$ cat src/design/txarb_pkg.sv
// Package with constants and types shared by the transmit arbitration block.
package txarb_pkg;
    // ------------------------------------------------------------------
    // APB register map
    // ------------------------------------------------------------------
    localparam logic [7:0] TXARB_CTRL_OFS = 8'h00;
    localparam logic [7:0] TXARB_STAT_OFS = 8'h04;
    localparam logic [7:0] TXARB_CNT_OFS = 8'h08;
    // Control fields.
    localparam int TXARB_CTRL_GEN_BIT = 0;
    localparam int TXARB_CTRL_SPACE_BIT = 1;
    localparam logic [1:0] TXARB_CTRL_RST = 2'h2;
    // Status fields.
    localparam int TXARB_STAT_REQ_BIT = 0;
    localparam int TXARB_STAT_LATCH_BIT = 1;
    localparam int TXARB_STAT_PEND_BIT = 2;
    localparam int TXARB_STAT_INPKT_BIT = 3;
    localparam int TXARB_STAT_VIOL_BIT = 4;
    // ------------------------------------------------------------------
    // Sideband bit positions on the transmit user bus
    // ------------------------------------------------------------------
    localparam int TXARB_SB_DIGEST = 0;
    localparam int TXARB_SB_POISON = 1;
    localparam int TXARB_SB_CUT = 2;
    localparam int TXARB_SB_W = 4;
    // Length in beats of a self-generated packet.
    localparam int TXARB_INT_LEN = 3;
    // Arbiter states.
    typedef enum logic [1:0] {
        TXARB_IDLE,
        TXARB_REQ,
        TXARB_WAIT_BND,
        TXARB_SEND
    } txarb_state_t;
endpackage : txarb_pkg

$ cat src/design/txarb_top.sv
// Transmit arbitration between user packets and self-generated packets.
`timescale 1ns/1ps
`default_nettype none
module txarb_top
    import txarb_pkg::*;
#(
    parameter int INT_LEN = TXARB_INT_LEN
) (
    // Clock and reset.
    input wire logic pclk,
    input wire logic presetn,
    // APB slave.
    input wire logic psel,
    input wire logic penable,
    input wire logic pwrite,
    input wire logic [7:0] paddr,
    input wire logic [31:0] pwdata,
    output logic [31:0] prdata,
    output logic pready,
    output logic pslverr,
    // User transmit stream in.
    input wire logic user_valid,
    input wire logic user_last,
    input wire logic [txarb_pkg::TXARB_SB_W-1:0] user_sb,
    output logic user_ready,
    // Internal packet arbitration.
    output logic int_req,
    input wire logic int_gnt,
    // Packet output toward the link.
    output logic out_valid,
    output logic out_last,
    output logic out_own,
    output logic out_poison,
    output logic out_digest,
    output logic out_cut,
    input wire logic out_ready
);
    import txarb_pkg::*;

    txarb_state_t state_reg;
    logic [1:0] ctrl_reg;
    logic latch_reg;
    logic in_pkt_reg;
    logic poison_reg;
    logic digest_reg;
    logic cut_reg;
    logic viol_reg;
    logic [7:0] beat_reg;
    logic [15:0] cnt_reg;
    logic gen_pend_reg;
    logic user_beat;
    logic own_beat;
    logic apb_wr;
    logic apb_rd;
    logic [31:0] rd_next;

    // ------------------------------------------------------------------
    // APB access
    // ------------------------------------------------------------------
    assign apb_wr = psel && penable && pwrite;
    assign apb_rd = psel && !penable && !pwrite;

    // Control register: generate strobe and buffer space available.
    always_ff @(posedge pclk or negedge presetn) begin
        if (!presetn) begin
            ctrl_reg <= TXARB_CTRL_RST;
        end else if (apb_wr && paddr == TXARB_CTRL_OFS) begin
            ctrl_reg <= pwdata[1:0];
        end else begin
            ctrl_reg[TXARB_CTRL_GEN_BIT] <= 1'b0; // Generate is a self-clearing strobe.
        end
    end

    // Read mux; unmapped addresses read zero and report an error.
    always_comb begin
        rd_next = 32'h0;
        case (paddr)
            TXARB_CTRL_OFS: rd_next[1:0] = ctrl_reg;
            TXARB_STAT_OFS: begin
                rd_next[TXARB_STAT_REQ_BIT] = int_req;
                rd_next[TXARB_STAT_LATCH_BIT] = latch_reg;
                rd_next[TXARB_STAT_PEND_BIT] = gen_pend_reg;
                rd_next[TXARB_STAT_INPKT_BIT] = in_pkt_reg;
                rd_next[TXARB_STAT_VIOL_BIT] = viol_reg;
            end
            TXARB_CNT_OFS: rd_next[15:0] = cnt_reg;
            default: rd_next = 32'h0;
        endcase
    end

    // Answer in the first access cycle: pready rises in setup, read data registered.
    always_ff @(posedge pclk or negedge presetn) begin
        if (!presetn) begin
            prdata <= 32'h0;
            pready <= 1'b0;
            pslverr <= 1'b0;
        end else begin
            pready <= psel && !penable;
            pslverr <= psel && !penable && paddr != TXARB_CTRL_OFS
                       && paddr != TXARB_STAT_OFS && paddr != TXARB_CNT_OFS;
            if (apb_rd) begin
                prdata <= rd_next;
            end
        end
    end

    // ------------------------------------------------------------------
    // Arbitration
    // ------------------------------------------------------------------
    assign user_beat = user_valid && user_ready;
    assign own_beat = out_valid && out_own && out_ready;

    // Pending self-generated packet, set by software strobe; set wins over clear.
    always_ff @(posedge pclk or negedge presetn) begin
        if (!presetn) begin
            gen_pend_reg <= 1'b0;
        end else if (ctrl_reg[TXARB_CTRL_GEN_BIT]) begin
            gen_pend_reg <= 1'b1;
        end else if (state_reg == TXARB_REQ) begin
            gen_pend_reg <= 1'b0;
        end
    end

    // User packet tracking: open after a first beat, closed on the last beat.
    always_ff @(posedge pclk or negedge presetn) begin
        if (!presetn) begin
            in_pkt_reg <= 1'b0;
        end else if (user_beat) begin
            in_pkt_reg <= !user_last;
        end
    end

    // Request state machine.
    always_ff @(posedge pclk or negedge presetn) begin
        if (!presetn) begin
            state_reg <= TXARB_IDLE;
            int_req <= 1'b0;
            latch_reg <= 1'b0;
            beat_reg <= 8'h0;
        end else begin
            case (state_reg)
                TXARB_IDLE: begin
                    if (gen_pend_reg && !int_req) begin
                        int_req <= 1'b1;
                        state_reg <= TXARB_REQ;
                    end
                end
                TXARB_REQ: begin
                    if (int_gnt || latch_reg) begin
                        latch_reg <= 1'b1;
                        if (ctrl_reg[TXARB_CTRL_SPACE_BIT]) begin
                            state_reg <= TXARB_WAIT_BND;
                        end
                    end
                end
                TXARB_WAIT_BND: begin
                    if (!in_pkt_reg && !user_beat) begin
                        state_reg <= TXARB_SEND;
                        beat_reg <= 8'h0;
                    end
                end
                TXARB_SEND: begin
                    if (own_beat) begin
                        beat_reg <= beat_reg + 8'h1;
                        if (beat_reg == 8'(INT_LEN - 1)) begin
                            int_req <= 1'b0;
                            latch_reg <= 1'b0;
                            state_reg <= TXARB_IDLE;
                        end
                    end
                end
                default: state_reg <= TXARB_IDLE;
            endcase
        end
    end

    // ------------------------------------------------------------------
    // Output stream
    // ------------------------------------------------------------------
    // User beats flow unless the own packet holds the boundary.
    always_ff @(posedge pclk or negedge presetn) begin
        if (!presetn) begin
            user_ready <= 1'b0;
        end else begin
            user_ready <= out_ready && !(user_beat && user_last)
                && (state_reg == TXARB_IDLE || state_reg == TXARB_REQ
                    || (in_pkt_reg && state_reg == TXARB_WAIT_BND));
        end
    end

    // Per-packet sideband latches: digest from first beat, poison on any beat.
    always_ff @(posedge pclk or negedge presetn) begin
        if (!presetn) begin
            digest_reg <= 1'b0;
            poison_reg <= 1'b0;
            cut_reg <= 1'b0;
            viol_reg <= 1'b0;
        end else if (user_beat) begin
            if (!in_pkt_reg) begin
                digest_reg <= user_sb[TXARB_SB_DIGEST];
                cut_reg <= user_sb[TXARB_SB_CUT];
                poison_reg <= user_sb[TXARB_SB_POISON];
            end else begin
                poison_reg <= poison_reg || user_sb[TXARB_SB_POISON];
            end
            if (user_sb[TXARB_SB_POISON] && user_sb[TXARB_SB_CUT]) begin
                viol_reg <= 1'b1;
            end
        end
    end

    // Output beat registers and own-packet counter.
    always_ff @(posedge pclk or negedge presetn) begin
        if (!presetn) begin
            out_valid <= 1'b0;
            out_last <= 1'b0;
            out_own <= 1'b0;
            out_poison <= 1'b0;
            out_digest <= 1'b0;
            out_cut <= 1'b0;
            cnt_reg <= 16'h0;
        end else if (out_ready || !out_valid) begin
            out_valid <= user_beat || (state_reg == TXARB_SEND && !own_beat);
            out_own <= state_reg == TXARB_SEND && !own_beat;
            out_last <= user_beat ? user_last : (beat_reg == 8'(INT_LEN - 1));
            out_poison <= user_beat && (poison_reg || user_sb[TXARB_SB_POISON])
                          && in_pkt_reg | user_sb[TXARB_SB_POISON];
            out_digest <= user_beat && (in_pkt_reg ? digest_reg
                          : user_sb[TXARB_SB_DIGEST]);
            out_cut <= user_beat && (in_pkt_reg ? cut_reg : user_sb[TXARB_SB_CUT]);
            if (own_beat && beat_reg == 8'(INT_LEN - 1)) begin
                cnt_reg <= cnt_reg + 16'h1;
            end
        end
    end
endmodule : txarb_top
`default_nettype wire

$ cat config.mk
export PLATFORM = sky130hd
export DESIGN_NAME = txarb_top
export DESIGN_NICKNAME = d
export VERILOG_FILES = /design/src/design/txarb_pkg.sv /design/src/design/txarb_top.sv
export SDC_FILE = /design/constraint.sdc
export NUM_CORES = 1
export LEC_CHECK = 0
export BUFFER_PORTS_ARGS = -buffer_cell sky130_fd_sc_hd__clkbuf_2
export CAP_MARGIN = 20
export CORE_ASPECT_RATIO = 2
export CORE_MARGIN = 1.5
export CORE_UTILIZATION = 55
export CTS_BUF_LIST = sky130_fd_sc_hd__clkbuf_8 sky130_fd_sc_hd__clkbuf_16
export CTS_CLUSTER_SIZE = 30
export DETAILED_ROUTE_END_ITERATION = 8
export GPL_TIMING_DRIVEN = 0
export HOLD_SLACK_MARGIN = 0.06
export PLACE_DENSITY = 0.9
export SYNTH_ARGS = -nofsm -noshare
export SYNTH_HDL_FRONTEND = slang
export SYNTH_SLANG_ARGS = --single-unit
$ cat constraint.sdc
create_clock -name pclk -period 5.3 [get_ports pclk]
set_input_delay 1.06 -clock pclk [delete_from_list [all_inputs] [get_ports pclk]]
set_output_delay 1.06 -clock pclk [all_outputs]
set_load 0.005 [all_outputs]
; Word-level counts from Yosys, hierarchy flattened
; Index checks and enable logic that the tools add are counted.
[word_totals]
regBits = 61
in_bits = 53
out_inout_bits = 42
[op_classes]
add_sub_neg = 2
n_eq_ne = 14
muxes = 26
bitwise = 1
reduce_logical = 52
[ops]
columns = op, n
row1 = logical AND 1 bit, 24
row2 = "adder 16 x 1 -> 16 bit, second input constant", 1
row3 = two-way mux 8 bit, 2
row4 = case mux 8 bit (2 select lines), 1
row5 = two-way mux 2 bit, 6
row6 = two-way mux 1 bit, 11
row7 = two-way mux 11 bit, 1
row8 = zero test 1 bit, 9
row9 = "adder 8 x 1 -> 8 bit, second input constant", 1
row10 = "equality test 8 x 2 -> 1 bit, second input constant", 1
row11 = "equality test 8 x 3 -> 1 bit, second input constant", 1
row12 = "equality test 8 x 4 -> 1 bit, second input constant", 1
row13 = zero test 8 bit, 1
row14 = "inequality test 2 bit, second input constant", 4
row15 = "inequality test 8 x 3 -> 1 bit, second input constant", 1
row16 = "inequality test 8 x 4 -> 1 bit, second input constant", 1
row17 = case mux 2 bit (4 select lines), 1
row18 = AND reduction 4 bit, 2
row19 = nonzero test 2 bit, 4
row20 = nonzero test 8 bit, 1
row21 = logical OR 1 bit, 6
row22 = case mux 2 bit (3 select lines), 1
row23 = case mux 3 bit (2 select lines), 1
row24 = AND reduction 6 bit, 1
row25 = other kinds (8), 12

; Depth between registers and ports, before layout
[depth]
ltp_word = 5
depth_mapped = 7
depth_no_buf = 6

; Least setup slack after synthesis
; No wires, ideal clock.
[synth_timing]
path_type = input to register
from = input port paddr[5]
to = register ctrl_reg[1]
setup_ps = 82
arrival_time_ps = 2490
required_time_ps = 5218
setup_slack_ps = 2728
path_stages = 4
path_buffers = 0
path_cell_list = or4_1 -> nor3_2 -> nor3b_1 -> mux2_2
[synth_between]
elab_chain_len = 2
[synth_lines]
columns = element, line_no
row1 = from (decl), txarb_top.sv:16  ; input wire logic [7:0] paddr,
row2 = zero test 8 bit, txarb_top.sv:67  ; end else if (apb_wr && paddr == TXARB_CTRL_OFS) begin
row3 = logical AND 1 bit, txarb_top.sv:67
row4 = to (signal assigned), txarb_top.sv:68  ; ctrl_reg <= pwdata[1:0];
row5 = to (decl), txarb_top.sv:41  ; logic [1:0] ctrl_reg;
; Every way passes these cells.
; A chain may end at the register's enable or synchronous reset.

; Worst setup path in the final report
; Ends and elaborated chain as after synthesis.

==> flow_summary.json <==
{
  "placementRows": 38,
  "grt.total_usage_pct": 23.2,
  "dp_hpwl_um": 4650,
  "rrSetupSlack_ps": 3020,
  "crit_start": "paddr[5]",
  "start_util_pct": 56.2,
  "drt.antenna.violating_nets": 0,
  "synth-seq-cells": 61,
  "drc": 0,
  "power_w": 0.00138,
  "use_met1_pct": 23.5,
  "place_area_mm2": 0.00339,
  "grt_pass1_vias": 2375,
  "grt_setup_unrepaired": "false",
  "wl_um": 6280,
  "ctsHoldBuffers": 0,
  "ys.warnings.count": 0,
  "cts_buffers": 9,
  "tns_ps": 0,
  "seq_area_frac_synth_pct": 50.6,
  "grt_max_degree": 62,
  "r2r_end": "cnt_reg[14]",
  "arrival_ps": 2710,
  "min_path_type": "register to register",
  "io_buffers": 47,
  "cts.sinks": 61,
  "mostFrequentLayoutCell": "dfrtp_1",
  "yosys.area.top_type": "dfrtp_1",
  "drv_cap": 0,
  "power_density_mw_per_mm2": 380,
  "met3_usage_pct": 5.41,
  "critPathCaptureType": "register",
  "fin_skew_ps": 8.82,
  "path_clk_slew_ps": 60,
  "period_needed_ps": 2430,
  "critPathMaxFanout": 6,
  "core-area_mm2": 0.00537,
  "critPathKind": "primary input to register",
  "drive_gt1_share_pct": 24.5,
  "netlist.area_leader.share_pct": 49.7,
  "max-slew-margin-rel_pct": 46.1,
  "die_area_mm2": 0.00597,
  "async_reset_ff_share_pct": 100,
  "grt_pass1_wl_um": 10700,
  "die_x_um": 55.4,
  "cts_tree": "done",
  "vias": 2422,
  "cts_root_buffer": "clkbuf_8",
  "synth_cells": 302,
  "r2r_cells": 6,
  "hold_slack_ps": 467,
  "synth_edf_count": 0,
  "grt_use_met2_pct": 42.3,
  "htreeDepth": 3,
  "drt-pass1-iter-count": 4,
  "fin_nets": 435,
  "fmax_mhz": 411,
  "drt_iter0_markers": 84,
  "synth_ff_type": "dfrtp_1",
  "yosysUniqueCellTypes": 49,
  "drv_slew": 0,
  "leakagePower_nw": 1.83,
  "vias_per_cell": 5.50,
  "cp-endpoint": "ctrl_reg[1]",
  "antenna_found_initial": 0,
  "syn-cell-area_mm2": 0.00302,
  "finalCritPeriodShare_pct": 45.9,
  "r2r_start": "beat_reg[0]",
  "clk_latency_ps": 350,
  "post_cts_buffers": 0,
  "grt_remaining_overflow": 0,
  "mostFrequentLayoutCells": "dfrtp_1, clkbuf_2, nand2_1",
  "peakVddDrop_v": 0.000320,
  "gp_congestion": 0.880,
  "ioPinCount": 95,
  "worst_pin_slew_ps": 808,
  "clockBufferDepth": 2,
  "stdcell_area_mm2": 0.00363,
  "hold_depth": 2,
  "status": "finished clean",
  "die_y_um": 108,
  "hold_viol": 0,
  "syn_avg_cell_area_um2": 10.0,
  "crit_required_ps": 5570,
  "postCtsResizedCells": 0,
  "setup-violations-final": 0,
  "grt.busiest_layer": "met2",
  "wl_per_cell_um": 14.3,
  "areaGrowthSynthToFinish_pct": 20.3,
  "startpoint_type": "primary input",
  "synth_area_leaders": "dfrtp_1, nand2_1, buf_4",
  "n_antenna_cell": 0
}
worst min path at each step:
stage	endpoint	start
2_1_floorplan	cnt_reg[15]	cnt_reg[15]
3_3_place_gp	prdata[12]	prdata[12]
3_5_place_dp	prdata[7]	prdata[7]
4_1_cts	prdata[7]	prdata[7]
5_1_grt	prdata[12]	prdata[12]
6_report	prdata[12]	prdata[12]
power by group:
part,internal (W),switching [W]
combinational,0.000138,0.000178
sequential,0.000520,0.0000519
clock,0.000315,0.000178
worst max-delay path, stage by stage:
cell      delay (ps)
clkbuf_2          70
or4_1            580
nor3_2           320
nor3b_1          300
mux2_2           370
routing by layer:
layer  wire [um]  vias to the layer above
li1            -                     1183
met1        2300                     1159
met2        3550                       65
met3         240                       15
met4         193                        0
met5           0                        -
cells in the mapped netlist, types with 6 or more instances:
cell,n
dfrtp_1,60
nand2_1,45
nand3_1,20
o21ai_0,18
buf_4,16
a21oi_1,12
xnor2_1,12
inv_1,11
nor2_1,10
nand4_1,8
ha_1,7
mux2i_1,6
kinds of logic (layout without fill, tap and decap cells):
logic type,count (synthesis),after routing,share of synthesized area [%]
buffers and inverters,36,99,7.08
DFF,61,61,50.6
muxes,10,10,3.48
and+or+nand+nor,117,117,19.7
adders and majority gates,7,7,2.90
AOI/OAI and AO/OA,53,53,11.2
other,1,16,0.124
xor gates and xnor gates,17,17,4.93
metrics by stage:
stage	util (%)	cells	setup slack (ps)
after global routing	67.6	440	2740
after global placement	63.0	424	2530
after CTS	67.6	440	2860
final	67.6	440	2870
after detailed placement	63.1	424	2490
after floorplan	-	317	2730
area by class of cell:
| class | instances | area, um2 |
|---|---|---|
| inverter | 11 | 41.3 |
| tap | 60 | 75.1 |
| clock inverter | 3 | 65.1 |
| fill | 438 | 1740 |
| sequential | 61 | 1530 |
| timing repair buffer | 47 | 238 |
| buffer | 25 | 173 |
| multi-input combinational | 220 | 1340 |
| clock buffer | 13 | 179 |
Power figures use the tool's default switching activity.
